**config.mk**
```make
export PLATFORM = sky130hd
export DESIGN_NAME = rcc_top
export DESIGN_NICKNAME = d
export VERILOG_FILES = /design/src/rcc_pkg.sv /design/src/rcc_top.sv
export SDC_FILE = /design/constraint.sdc
export NUM_CORES = 1
export LEC_CHECK = 0
export ABC_CLOCK_PERIOD_IN_PS = 2700
export BUFFER_PORTS_ARGS = -buffer_cell sky130_fd_sc_hd__buf_4
export CAP_MARGIN = 10
export CORE_ASPECT_RATIO = 0.5
export CORE_UTILIZATION = 50
export CTS_BUF_LIST = sky130_fd_sc_hd__clkbuf_4 sky130_fd_sc_hd__clkbuf_8
export CTS_CLUSTER_SIZE = 24
export DETAILED_ROUTE_END_ITERATION = 10
export GPL_TIMING_DRIVEN = 0
export PLACE_DENSITY = 0.83
export SLEW_MARGIN = 30
export SYNTH_ARGS = -nofsm -noshare
export SYNTH_HDL_FRONTEND = slang
export SYNTH_SLANG_ARGS = --single-unit
```
**constraint.sdc**
```tcl
create_clock -name CLK -period 2.7 [get_ports CLK]
set_input_delay 0.135 -clock CLK [delete_from_list [all_inputs] [get_ports CLK]]
set_output_delay 0.135 -clock CLK [all_outputs]
set_load 0.1 [all_outputs]
```
**src/rcc_pkg.sv**
```systemverilog
// Purpose: Shared constants for the reset and clock control unit
// Assumes: APB register bus, 32-bit data, one clock at 125 MHz
// Notes:   Offsets are byte addresses
`default_nettype none
package rcc_pkg;
  // Register byte offsets
  localparam logic [7:0] PLL_CTRL_OFS    = 8'h00;
  localparam logic [7:0] CLK_SRC_OFS     = 8'h0c;
  localparam logic [7:0] APB0_LP_OFS     = 8'h30;
  localparam logic [7:0] APB1_LP_OFS     = 8'h34;
  localparam logic [7:0] AHB_LP_OFS      = 8'h38;
  localparam logic [7:0] RST_CAUSE_OFS   = 8'h40;
  localparam logic [7:0] SW_RESET_OFS    = 8'h44;
  // Writable bit masks and reset values
  localparam logic [31:0] APB0_LP_MASK  = 32'h1f11_5350;
  localparam logic [31:0] APB0_LP_RST   = 32'h0400_0000;
  localparam logic [31:0] APB1_LP_MASK  = 32'h0231_1050;
  localparam logic [31:0] APB1_LP_RST   = 32'h0000_0000;
  localparam logic [31:0] AHB_LP_MASK   = 32'h0000_9405;
  localparam logic [31:0] AHB_LP_RST    = 32'h0000_0001;
  localparam logic [8:0]  CAUSE_RST     = 9'h010;
  // Field positions
  localparam int CRS_LP_BIT    = 25;
  localparam int IWDT_LP_BIT   = 24;
  localparam int TMR2_LP_BIT   = 20;
  localparam int FLASH_LP_BIT  = 0;
  localparam int CAUSE_LSB     = 23;
  localparam int SWRST_BIT     = 2;
  localparam int PLL_EN_BIT    = 31;
  localparam int PLL_SEL_BIT   = 0;
  // PLL field reset values
  localparam logic [4:0] PREDIV_RST  = 5'h03;
  localparam logic [1:0] POSTDIV_RST = 2'h0;
  localparam logic [6:0] MUL_RST     = 7'h0f;
  // Reset-handler vector address
  localparam logic [31:0] RESET_VECTOR = 32'h0000_0004;
  // Reset stretch timing
  localparam int  CLK_MHZ      = 125;
  localparam int  STRETCH_US   = 20;
  localparam int  STRETCH_CYC  = STRETCH_US * CLK_MHZ;
  // System clock sources and reset pulse states
  typedef enum logic [1:0] {SRC_INT_FAST, SRC_EXT_FAST, SRC_PLL, SRC_MULTISPEED} rcc_src_t;
  typedef enum logic [1:0] {ST_RUN, ST_STRETCH, ST_EXT_HOLD} rcc_rst_t;
endpackage
`default_nettype wire

```
**src/rcc_top.sv**
```systemverilog
// Purpose: Reset and clock control unit: low-power gates, reset causes, reset pin, clock select
// Assumes: APB slave, synchronous active-low reset, pin inputs asynchronous
// Notes:   RST_N is the power reset; other resets leave the cause flags intact
//
// Our own choice: the APB interface to the registers.
`timescale 1ns/1ps
`default_nettype none
module rcc_top
  import rcc_pkg::*;
(
  input  wire logic        CLK,
  input  wire logic        RST_N,
  input  wire logic        PSEL,
  input  wire logic        PENABLE,
  input  wire logic        PWRITE,
  input  wire logic [7:0]  PADDR,
  input  wire logic [31:0] PWDATA,
  output logic [31:0]      PRDATA,
  output logic             PREADY,
  output logic             PSLVERR,
  input  wire logic        BIDIR_RESET_PIN_IN,
  output logic             BIDIR_RESET_PIN_OUT,
  output logic             BIDIR_RESET_PIN_OE,
  input  wire logic        WWDT_EXPIRE,
  input  wire logic        IWDT_EXPIRE,
  input  wire logic        LOW_VOLTAGE,
  input  wire logic        LOCKUP,
  input  wire logic        LPM_RESET,
  input  wire logic        STANDBY_EXIT,
  input  wire logic        STOP_WAKE,
  output logic             SYSTEM_RESET_N,
  output logic [31:0]      RESET_VECTOR_ADDR,
  output logic [1:0]       SYSTEM_CLOCK_SEL,
  output logic [31:0]      APB0_LP_GATES,
  output logic [31:0]      APB1_LP_GATES,
  output logic [31:0]      AHB_LP_GATES,
  output logic             PLL_REF_EXTERNAL,
  output logic [4:0]       PLL_PREDIV,
  output logic [1:0]       PLL_POSTDIV,
  output logic [6:0]       PLL_MUL,
  output logic             PLL_ENABLE,
  output logic             USB_CLOCK_FROM_PLL
);
  import rcc_pkg::*;

  logic [31:0] apb0_lp;
  logic [31:0] apb1_lp;
  logic [31:0] ahb_lp;
  logic [8:0]  cause;
  logic        pll_en;
  logic        pll_sel;
  logic [4:0]  prediv;
  logic [1:0]  postdiv;
  logic [6:0]  mul;
  logic        usb_pll;
  rcc_src_t    clk_src;
  rcc_rst_t    rst_state;
  logic [15:0] stretch_cnt;
  logic        pin_s1;
  logic        pin_s2;
  logic [4:0]  ev_s1;
  logic [4:0]  ev_s2;
  logic [4:0]  ev_prev;
  logic        sw_req;
  logic        wr_en;
  logic [8:0]  next_cause;
  logic [31:0] next_prdata;

  // Address match helper
  // Shared by every write decode below
  function automatic logic hit(input logic [7:0] a, input logic [7:0] ofs);
    hit = (a == ofs);
  endfunction

  ////////////////////////////////////////////////////////////////////////////
  // APB handshake: zero wait states
  // Every access completes in its first access cycle; writes land at the
  // access edge, and writes to unmapped words are dropped without error
  assign wr_en   = PSEL && PENABLE && PWRITE;
  assign PREADY  = 1'b1;
  assign PSLVERR = 1'b0;

  // Synchronise pin and event inputs
  // Reset values match the idle level of each pin: the reset pin rests
  // high and events rest low, so no false edge follows a power reset
  always_ff @(posedge CLK) begin
    if (!RST_N) begin
      pin_s1 <= 1'b1;
      pin_s2 <= 1'b1;
      ev_s1  <= 5'h00;
      ev_s2  <= 5'h00;
    end else begin
      pin_s1 <= BIDIR_RESET_PIN_IN;
      pin_s2 <= pin_s1;
      ev_s1  <= {STANDBY_EXIT, LPM_RESET, LOCKUP, IWDT_EXPIRE | STOP_WAKE, WWDT_EXPIRE};
      ev_s2  <= ev_s1;
    end
  end

  // Keep previous synced events for edge detection
  // Only the second sync stage is compared, never the first
  always_ff @(posedge CLK) begin
    if (!RST_N) begin
      ev_prev <= 5'h00;
    end else begin
      ev_prev <= ev_s2;
    end
  end

  logic lv_s1;
  logic lv_s2;
  logic iw_s1;
  logic iw_s2;
  // Separate level syncs for low voltage and independent watchdog
  // Their own chains keep their cause flags free of stop wake-ups,
  // which share the event chain above with the watchdog
  always_ff @(posedge CLK) begin
    if (!RST_N) begin
      lv_s1 <= 1'b0;
      lv_s2 <= 1'b0;
      iw_s1 <= 1'b0;
      iw_s2 <= 1'b0;
    end else begin
      lv_s1 <= LOW_VOLTAGE;
      lv_s2 <= lv_s1;
      iw_s1 <= IWDT_EXPIRE;
      iw_s2 <= iw_s1;
    end
  end

  ////////////////////////////////////////////////////////////////////////////
  // Internal reset events (pulses)
  // Each event is a rising edge of its synchronised level, one cycle long,
  // so a source that stays asserted raises one reset, not a stream of them.
  // Standby exit, lockup and low-power management share the stretched path.
  logic ev_wwdt;
  logic ev_iwdt;
  logic ev_lock;
  logic ev_lpm;
  logic ev_sbe;
  logic ev_lvr;
  logic ev_wake;
  logic lv_prev;
  logic iw_prev;
  logic ext_low;
  logic internal_req;
  assign ev_wwdt = ev_s2[0] && !ev_prev[0];
  assign ev_wake = ev_s2[1] && !ev_prev[1];
  assign ev_lock = ev_s2[2] && !ev_prev[2];
  assign ev_lpm  = ev_s2[3] && !ev_prev[3];
  assign ev_sbe  = ev_s2[4] && !ev_prev[4];
  assign ev_iwdt = iw_s2 && !iw_prev;
  assign ev_lvr  = lv_s2 && !lv_prev;
  assign ext_low = !pin_s2 && !BIDIR_RESET_PIN_OE;
  // Any internal source starts a stretched reset
  assign internal_req = ev_wwdt | ev_iwdt | sw_req | ev_lvr | ev_lock | ev_lpm | ev_sbe;

  always_ff @(posedge CLK) begin
    if (!RST_N) begin
      lv_prev <= 1'b0;
      iw_prev <= 1'b0;
    end else begin
      lv_prev <= lv_s2;
      iw_prev <= iw_s2;
    end
  end

  ////////////////////////////////////////////////////////////////////////////
  // Reset pulse generator: stretch internal, follow external
  // An internal request drives the pin low for the full stretch; once the
  // pin is released the state waits for the synchronised pin to read high,
  // so an outside party still holding the pin extends the reset. A hardware event
  // that arrives while a reset is running only sets its cause flag; a software write is dropped.
  always_ff @(posedge CLK) begin
    if (!RST_N) begin
      rst_state   <= ST_RUN;
      stretch_cnt <= 16'h0000;
    end else begin
      unique case (rst_state)
        ST_RUN: begin
          if (internal_req) begin
            rst_state   <= ST_STRETCH;
            stretch_cnt <= 16'(STRETCH_CYC - 1);
          end else if (ext_low) begin
            rst_state <= ST_EXT_HOLD;
          end
        end
        ST_STRETCH: begin
          if (stretch_cnt == 16'h0000) begin
            rst_state <= ST_EXT_HOLD;
          end else begin
            stretch_cnt <= stretch_cnt - 16'h0001;
          end
        end
        ST_EXT_HOLD: begin
          if (pin_s2) begin
            rst_state <= ST_RUN;
          end
        end
        default: begin
          rst_state <= ST_RUN;                                      // Unused code recovers
        end
      endcase
    end
  end

  // Pin drive and system reset output
  // The pin is only ever pulled low; releasing it hands the level back to
  // the board pull-up and any outside party
  assign BIDIR_RESET_PIN_OUT = 1'b0;
  assign BIDIR_RESET_PIN_OE  = (rst_state == ST_STRETCH);
  assign SYSTEM_RESET_N      = (rst_state == ST_RUN);
  assign RESET_VECTOR_ADDR   = RESET_VECTOR;

  ////////////////////////////////////////////////////////////////////////////
  // Software reset request: write-only, self-clearing
  // The request lives one cycle and is dropped by the reset it starts,
  // so one write can never fire it twice
  always_ff @(posedge CLK) begin
    if (!RST_N || !SYSTEM_RESET_N) begin
      sw_req <= 1'b0;
    end else begin
      sw_req <= wr_en && hit(PADDR, SW_RESET_OFS) && PWDATA[SWRST_BIT];
    end
  end

  ////////////////////////////////////////////////////////////////////////////
  // Low-power clock gate registers; power reset only
  // Reserved bits are masked on write and read back as zero; a system
  // reset leaves the gates alone so software settings survive it
  always_ff @(posedge CLK) begin
    if (!RST_N) begin
      apb0_lp <= APB0_LP_RST;
      apb1_lp <= APB1_LP_RST;
      ahb_lp  <= AHB_LP_RST;
    end else if (wr_en) begin
      if (hit(PADDR, APB0_LP_OFS)) apb0_lp <= PWDATA & APB0_LP_MASK;
      if (hit(PADDR, APB1_LP_OFS)) apb1_lp <= PWDATA & APB1_LP_MASK;
      if (hit(PADDR, AHB_LP_OFS))  ahb_lp  <= PWDATA & AHB_LP_MASK;
    end
  end
  assign APB0_LP_GATES = apb0_lp;
  assign APB1_LP_GATES = apb1_lp;
  assign AHB_LP_GATES  = ahb_lp;

  ////////////////////////////////////////////////////////////////////////////
  // Reset-cause flags: set wins over write-one clear
  // A clear that meets a new event in the same cycle keeps the flag, so a
  // cause is never lost; the external flag is only taken in the run state
  // so the tail of an internally driven pin is not blamed on the outside
  always_comb begin
    next_cause = cause;
    if (wr_en && hit(PADDR, RST_CAUSE_OFS)) begin
      next_cause = cause & ~PWDATA[31:CAUSE_LSB];
    end
    // Order: lpm, wwdt, iwdt, lockup, pwr, lvr, sbe, sys, ext
    next_cause = next_cause | {ev_lpm, ev_wwdt, ev_iwdt, ev_lock, 1'b0,
                               ev_lvr, ev_sbe, sw_req,
                               (rst_state == ST_RUN) && ext_low};
  end

  always_ff @(posedge CLK) begin
    if (!RST_N) begin
      cause <= CAUSE_RST;
    end else begin
      cause <= next_cause;
    end
  end

  ////////////////////////////////////////////////////////////////////////////
  // PLL control: locked while enabled
  // Source and divider fields are frozen while the PLL runs so the analog
  // loop never sees its ratio move; enable and the USB feed stay writable,
  // which lets one write turn the PLL off
  always_ff @(posedge CLK) begin
    if (!RST_N) begin
      pll_en  <= 1'b0;
      pll_sel <= 1'b0;
      prediv  <= PREDIV_RST;
      postdiv <= POSTDIV_RST;
      mul     <= MUL_RST;
      usb_pll <= 1'b0;
    end else if (wr_en && hit(PADDR, PLL_CTRL_OFS)) begin
      pll_en  <= PWDATA[PLL_EN_BIT];
      usb_pll <= PWDATA[1];
      if (!pll_en) begin
        pll_sel <= PWDATA[PLL_SEL_BIT];
        prediv  <= PWDATA[28:24];
        postdiv <= PWDATA[17:16];
        mul     <= PWDATA[14:8];
      end
    end
  end
  // Divider fields drive the analog PLL, which forms the output ratio
  // USB clock is offered only while the PLL itself runs
  assign PLL_ENABLE         = pll_en;
  assign PLL_REF_EXTERNAL   = pll_sel;
  assign PLL_PREDIV         = prediv;
  assign PLL_POSTDIV        = postdiv;
  assign PLL_MUL            = mul;
  assign USB_CLOCK_FROM_PLL = usb_pll && pll_en;

  ////////////////////////////////////////////////////////////////////////////
  // System clock source; forced to multispeed oscillator on reset or wake
  // Any system reset, standby exit included, lands here as well, so the
  // core always restarts on the slow, always-available source
  always_ff @(posedge CLK) begin
    if (!RST_N || !SYSTEM_RESET_N || ev_wake) begin
      clk_src <= SRC_MULTISPEED;
    end else if (wr_en && hit(PADDR, CLK_SRC_OFS)) begin
      clk_src <= rcc_src_t'(PWDATA[1:0]);
    end
  end
  assign SYSTEM_CLOCK_SEL = clk_src;

  ////////////////////////////////////////////////////////////////////////////
  // Read data mux, registered in the setup phase
  // Registering in setup keeps read data stable through the whole access
  // phase; write-only and unmapped words read as zero
  always_comb begin
    next_prdata = 32'h0000_0000;
    unique case (PADDR)
      PLL_CTRL_OFS: begin
        next_prdata = {pll_en,                                      // Bit 31
                       2'h0,
                       prediv,                                      // Bits 28:24
                       6'h00,
                       postdiv,                                     // Bits 17:16
                       1'b0,
                       mul,                                         // Bits 14:8
                       6'h00,
                       usb_pll,                                     // Bit 1
                       pll_sel};                                    // Bit 0
      end
      CLK_SRC_OFS:     next_prdata = {30'h0, clk_src};
      APB0_LP_OFS:     next_prdata = apb0_lp;
      APB1_LP_OFS:     next_prdata = apb1_lp;
      AHB_LP_OFS:      next_prdata = ahb_lp;
      RST_CAUSE_OFS:   next_prdata = {cause, 23'h000000};
      default:         next_prdata = 32'h0000_0000;
    endcase
  end

  always_ff @(posedge CLK) begin
    if (!RST_N) begin
      PRDATA <= 32'h0000_0000;
    end else if (PSEL && !PENABLE) begin
      PRDATA <= next_prdata;
    end
  end
endmodule // rcc_top
`default_nettype wire

```
==> reports/metrics.csv, run 1 <==
stage;metric;value;unit
outcome;status;complete, no violations;
yosys;synth_cell_types;58;
sta;fin_crit;2.33;ns
yosys;syn_avg_cell_area;8.40;sq um
place;port_buffers;118;
yosys;yosysSeqAreaShare;0.433;
floorplanning;initial_utilization;0.531;
worst_setup_path;cp.required;3.07;ns
floorplanning;fp.dieW;152;microns
floorplanning;io_pins;237;
detailed_routing;drt-pass1-iter-count;5;
detailed_routing;wl;15700;microns
detailed_routing;via_per_inst;5.01;
clock_tree;cts_setup_buffers;0;
place;dpl_cell_area;0.00707;sq mm
worst_setup_path;endpoint_kind;register;
clock_tree;post_cts_resize_count;0;
global_route;grt_start_max_net_pins;17;
power;finalPower;4.89;mW
finish;num-nets-final;1001;
sta;finalClockSkew;0.00585;ns
detailed_routing;drtIter0Drc;433;
finish;n_fill_cell;824;
power;peakVddDrop;0.000364;V
power;p_leak;3.54;nW
sta;max_freq;429;MHz
global_route;grt_pass1_wl;23900;microns
sta;final.setup.tns;0;ns
worst_setup_path;crit_chain;or4_1 -> clkbuf_1 -> o41ai_4 -> and2_1 -> o221a_1;
place;dp_slack;0.137;ns
min_path;hp-class;in -> reg;
power;p_int;2.98;mW
yosys;synthCells;667;
floorplanning;core.rowCount;26;
floorplanning;core;0.0105;sq mm
yosys;synth_area_leaders;dfxtp_1 (43%), buf_4 (15%), nand2_1 (7.7%), a21oi_1 (4.4%), and2_1 (2.7%);
sta;fin_ws;0.371;ns
global_route;grtUsageTotal;0.265;
yosys;async_flop_share;0;
worst_setup_path;critical-path-slowest-cell;o41ai_4;
sta;worst_slew_pin_slew;1.02;ns
clock_tree;holdBufCountCts;32;
clock_tree;clk_path_buf_depth;2;
worst_setup_path;crit_path_start_kind;register;
finish;fin_util;0.731;
power;switching_share;0.390;
clock_tree;htree_levels;4;
floorplanning;dieArea;0.0117;sq mm
global_route;overflow;0;
detailed_routing;vias;5478;
finish;drive_gt1_frac;0.281;
clock_tree;path_clk_slew;0.06;ns
yosys;yosysTopAreaCellShare;0.433;
global_route;antenna_found_initial;0;
place;dp_hpwl;11200;microns
worst_setup_path;arrival;2.70;ns
yosys;synth.most_common_cell;dfxtp_1;
sta;worst_slew_margin_rel;0.320;
worst_setup_path;crit_buf_inv;1;
power;combPwrFrac;0.331;
clock_tree;clock_latency;0.43;ns
place;dpl.cell_count;1035;
detailed_routing;drc;0;
yosys;synth_top_area_cell;dfxtp_1;
worst_setup_path;cp_max_fo;8;
yosys;netlist_area;0.00560;sq mm
yosys;synth_edf_count;0;
floorplanning;dieHeight;76.8;microns
finish;synthToLayoutAreaGrowth;37.7;%
sta;hold_ws;0.0299;ns
yosys;yosys-top-cells-count;dfxtp_1 (121), nand2_1 (115), buf_4 (112), a21oi_1 (49), nor2_1 (36);
worst_setup_path;crit_path_max_incr_delay;0.57;ns
yosys;ys_warn_count;0;
sta;fin_crit_sh;0.863;
clock_tree;cts.sinks;121;
worst_setup_path;path_delay_family;simple AND/OR/NAND/NOR gates;
detailed_routing;drt-wirelength-per-cell;14.3;microns
finish;n_antenna_cell;0;
power;pwr_density_cell;634;mW/mm^2
power;p_sw;1.91;mW
detailed_routing;ant_nets;0;
clock_tree;ctsRootBufferMaster;clkbuf_8;
finish;finalNonFillerCells;1094;
sta;setup_viol;0;
clock_tree;cts_buffers;17;
sta;finalHoldViolCount;0;
finish;final_cell_area;0.00771;sq mm
clock_tree;cts_tree;done;
sta;rsz0062_at_grt;false;
power;p_seq_frac;0.393;
flow_run;maxCapViolations;0;
yosys;synth-seq-cells;121;
power;power_frac_clock;0.276;
sta;finalMaxSlewViolations;0;
worst_setup_path;crit_type;reg -> reg;
yosys;synth_flop_cell;dfxtp_1;
place;gp_congestion;0.898;
global_route;grt_pass1_vias;4997;
cells in the final DEF (no fill, tap or decap), types with 11 or more instances in the layout:
cell	instances
a21oi_1	49
a22oi_1	11
and2_1	24
buf_4	230
clkbuf_1	29
clkbuf_8	20
conb_1	112
dfxtp_1	121
dlygate4sd3_1	32
mux2i_1	14
nand2_1	115
nand3_1	24
nor2_1	36
o21ai_0	27
registers in the layout, summed over array words and instances, names as in the netlist, 2 cells and up:
signal / flops
AHB_LP_GATES: 5
APB0_LP_GATES: 13
APB1_LP_GATES: 7
PLL_MUL: 7
PLL_POSTDIV: 2
PLL_PREDIV: 5
PRDATA: 26
SYSTEM_CLOCK_SEL: 2
cause: 9
ev_prev: 5
ev_s1: 5
ev_s2: 5
rst_state: 2
stretch_cnt: 16
final timing paths:
path / end / slack (ns) / startpoint / cells past startpoint
max: stretch_cnt[5] / 0.37 / stretch_cnt[3] / 5
min: cause[0] / 0.03 / PWDATA[23] / 4
max reg2reg: stretch_cnt[5] / 0.37 / stretch_cnt[3] / 5
min reg2reg: pin_s2 / 0.41 / pin_s1 / 1
worst register-to-register path, stage by stage, from the launching register on:
cell and delay, ns:
dfxtp_1 0.37, or4_1 0.54, clkbuf_1 0.22, o41ai_4 0.57, and2_1 0.34, o221a_1 0.23
power groups by stage:
stage | registers [mW] | clock network, mW | logic [mW]
2_1_floorplan | 1.95 | 0 | 1.36
3_3_place_gp | 1.95 | 0 | 1.54
3_5_place_dp | 1.96 | 0 | 1.56
4_1_cts | 1.92 | 1.35 | 1.60
5_1_grt | 1.93 | 1.43 | 1.71
6_report | 1.92 | 1.35 | 1.62
kinds of logic (layout without fill, tap and decap cells):
group           after synthesis  after routing  share of synthesized area
buf+inv                     151            328                      0.179
simple gates                259            259                      0.223
other cells                   2            112                    0.00134
compound gates              118            118                      0.135
flops                       121            121                      0.433
fa+ha+maj                     2              2                    0.00447
mux                          14             14                     0.0250
layer usage:
| metal | global-route usage | part of all wire | vias to the layer above |
|---|---|---|---|
| li1 | - | - | 2613 |
| met1 | 0.298 | 0.39 | 2501 |
| met2 | 0.475 | 0.50 | 311 |
| met3 | 0.0661 | 0.091 | 53 |
| met4 | 0.109 | 0.025 | 0 |
| met5 | 0 | 0 | - |
area by class of cell:
type / count / area (sq um) / share of cell area
plain buffers: 145 / 981 / 0.127
multi-input cells: 505 / 2590 / 0.336
clock buffers: 22 / 290 / 0.0377
inverters: 6 / 22.5 / 0.00292
repair buffers: 150 / 1210 / 0.156
clock inverters: 5 / 25.0 / 0.00325
flip-flops and latches: 121 / 2420 / 0.314
well taps: 140 / 175 / 0.0227
No activity file was read; power rests on OpenSTA's default activity.
==> run 2, diff against run 1 <==
--- a/config.mk
+++ b/config.mk
@@ -8,13 +8,16 @@
 export ABC_CLOCK_PERIOD_IN_PS = 2700
 export BUFFER_PORTS_ARGS = -buffer_cell sky130_fd_sc_hd__buf_4
 export CAP_MARGIN = 10
+export CELL_PAD_IN_SITES_DETAIL_PLACEMENT = 0
+export CELL_PAD_IN_SITES_GLOBAL_PLACEMENT = 2
 export CORE_ASPECT_RATIO = 0.5
-export CORE_UTILIZATION = 50
+export CORE_UTILIZATION = 27
 export CTS_BUF_LIST = sky130_fd_sc_hd__clkbuf_4 sky130_fd_sc_hd__clkbuf_8
 export CTS_CLUSTER_SIZE = 24
 export DETAILED_ROUTE_END_ITERATION = 10
 export GPL_TIMING_DRIVEN = 0
-export PLACE_DENSITY = 0.83
+export HOLD_SLACK_MARGIN = 0.15
+export PLACE_DENSITY_LB_ADDON = 0.1
 export SLEW_MARGIN = 30
 export SYNTH_ARGS = -nofsm -noshare
 export SYNTH_HDL_FRONTEND = slang
==> run 2 against run 1 <==
Clock power is 36% higher. Sequential power hardly changed. Register-to-register slack worse by 0.04 ns. Largest power group unchanged. Flip-flop and latch count stayed put. Core utilization is 32 points lower. Critical path type is now in -> reg.
==> reports/metrics.csv, run 2 (synthesis results as in run 1) <==
stage;metric;value;unit;change
detailed_routing;drt-wirelength-per-cell;14.7;microns;was 14.3 microns
finish;final_common_cell;buf_4;;unchanged
sta;setup_viol;0;;unchanged
clock_tree;clock_latency;0.44;ns;was 0.43 ns
detailed_routing;drtIter0Drc;249;;was 433
sta;fin_crit;2.57;ns;was 2.33 ns
worst_setup_path;crit_type;in -> reg;;was reg -> reg
power;finalPower;5.40;mW;was 4.89 mW
floorplanning;fp.dieW;206;microns;was 152 microns
clock_tree;path_clk_slew;0.08;ns;was 0.06 ns
clock_tree;htree_levels;4;;unchanged
flow_run;maxCapViolations;0;;unchanged
finish;largest_register_ffs;26;;unchanged
detailed_routing;drc;0;;unchanged
detailed_routing;vias;5190;;was 5478
place;dpl.cell_count;1161;;was 1035
global_route;overflow;0;;unchanged
floorplanning;initial_utilization;0.282;;was 0.531
clock_tree;cts_setup_buffers;0;;unchanged
sta;finalHoldViolCount;0;;unchanged
sta;worst_slew_margin_rel;0.410;;was 0.320
power;pwr_density_cell;665;mW/mm^2;was 634 mW/mm^2
global_route;grtUsageTotal;0.171;;was 0.265
place;dpl_cell_area;0.00724;sq mm;was 0.00707 sq mm
clock_tree;cts_tree;done;;unchanged
global_route;busiest_layer;met2;;unchanged
clock_tree;cts_buffers;17;;unchanged
detailed_routing;ant_nets;0;;unchanged
worst_setup_path;arrival;2.92;ns;was 2.70 ns
global_route;met1_usage;0.231;;was 0.298
global_route;antenna_found_initial;0;;unchanged
sta;worst_slew_pin_slew;0.882;ns;was 1.02 ns
worst_setup_path;cp_max_fo;9;;was 8
detailed_routing;drt-pass1-iter-count;6;;was 5
place;gp_congestion;0.751;;was 0.898
place;dp_slack;0.0432;ns;was 0.137 ns
floorplanning;dieArea;0.0214;sq mm;was 0.0117 sq mm
global_route;grt_pass1_wl;27500;microns;was 23900 microns
detailed_routing;via_per_inst;4.20;;was 5.01
sta;finalClockSkew;0.0126;ns;was 0.00585 ns
sta;finalMaxSlewViolations;0;;unchanged
finish;n_antenna_cell;0;;unchanged
finish;finalNonFillerCells;1236;;was 1094
finish;drive_gt1_frac;0.284;;was 0.281
worst_setup_path;cp.required;3.05;ns;was 3.07 ns
worst_setup_path;crit_path_start_kind;input pin;;was register
global_route;grt_pass1_vias;4900;;was 4997
global_route;use_met2;0.276;;was 0.475
detailed_routing;wl;18200;microns;was 15700 microns
finish;final_cell_mix;buf_4 (230), dfxtp_1 (121), nand2_1 (115);;unchanged
global_route;grt_start_max_net_pins;17;;unchanged
finish;largest_register;PRDATA;;unchanged
place;dp_hpwl;13300;microns;was 11200 microns
clock_tree;clk_path_buf_depth;2;;unchanged
sta;fin_crit_sh;0.953;;was 0.863
power;p_leak;3.65;nW;was 3.54 nW
sta;rsz0062_at_grt;false;;unchanged
finish;synthToLayoutAreaGrowth;45.0;%;was 37.7%
min_path;hp-class;in -> reg;;unchanged
floorplanning;io_pins;237;;unchanged
global_route;gr-usage-met3;0.0384;;was 0.0661
worst_setup_path;endpoint_kind;register;;unchanged
floorplanning;core;0.0199;sq mm;was 0.0105 sq mm
finish;num-nets-final;1013;;was 1001
finish;fin_util;0.409;;was 0.731
power;peakVddDrop;0.000285;V;was 0.000364 V
outcome;status;complete, no violations;;unchanged
place;port_buffers;118;;unchanged
sta;max_freq;389;MHz;was 429 MHz
finish;final_cell_area;0.00812;sq mm;was 0.00771 sq mm
sta;fin_ws;0.128;ns;was 0.371 ns
floorplanning;core.rowCount;36;;was 26
clock_tree;ctsRootBufferMaster;clkbuf_8;;unchanged
floorplanning;dieHeight;104;microns;was 76.8 microns
clock_tree;cts.sinks;121;;unchanged
==> run 2: final cells by class <==
cell class	count	area [sq um]
Fill cell	2089	11700
Multi-Input combinational cell	505	2590
Sequential cell	121	2420
Timing Repair Buffer	162	1330
Buffer	145	982
Tap cell	266	333
Clock buffer	23	298
Clock inverter	8	143
Inverter	6	22.5
==> run 2: path summary, 6_finish.rpt <==
check	slack [ns]	to	cells past startpoint	startpoint
worst max register to register	0.33	stretch_cnt[1]	5	stretch_cnt[3]
worst max-delay path	0.13	sw_req	7	PADDR[0]
worst min-delay path	0.17	PRDATA[0]	5	PADDR[6]
worst min register to register	0.41	pin_s2	1	pin_s1
==> run 2: through the flow <==
stage	hold slack, ns	setup TNS (ns)
after floorplan	0.236	0
after global placement	0.339	-2.21
after detailed placement	0.327	0
after CTS	0.152	0
after global routing	0.181	0
final	0.169	0
==> run 2: report_power, final <==
group          internal [mW]  switching [mW]  leakage (nW)  total [mW]
Sequential              1.86          0.0570         0.983        1.92
Clock                   1.10           0.735         0.226        1.84
Combinational          0.437            1.21          2.44        1.64
Total                   3.40            2.00          3.65        5.40
==> run 2: metal layers <==
layer  vias up  wire (microns)
li1       2640               -
met1      2363            8650
met2       172            8260
met3        15            1070
met4         0             183
met5         -               0
==> run 2: worst max-delay path, cell delays in order <==
cell and delay [ns]:
buf_4 0.11, dlygate4sd3_1 0.55, nor3_1 0.62, dlygate4sd3_1 0.65, nand2_1 0.04, dlygate4sd3_1 0.56
nor4_1 0.25
==> run 2: what timing repair did <==
item	4_1_cts	5_1_grt
resized for setup	0	2
hold buffers	44	0
endpoints found under the setup margin	0	5
hold endpoints to repair	62	0
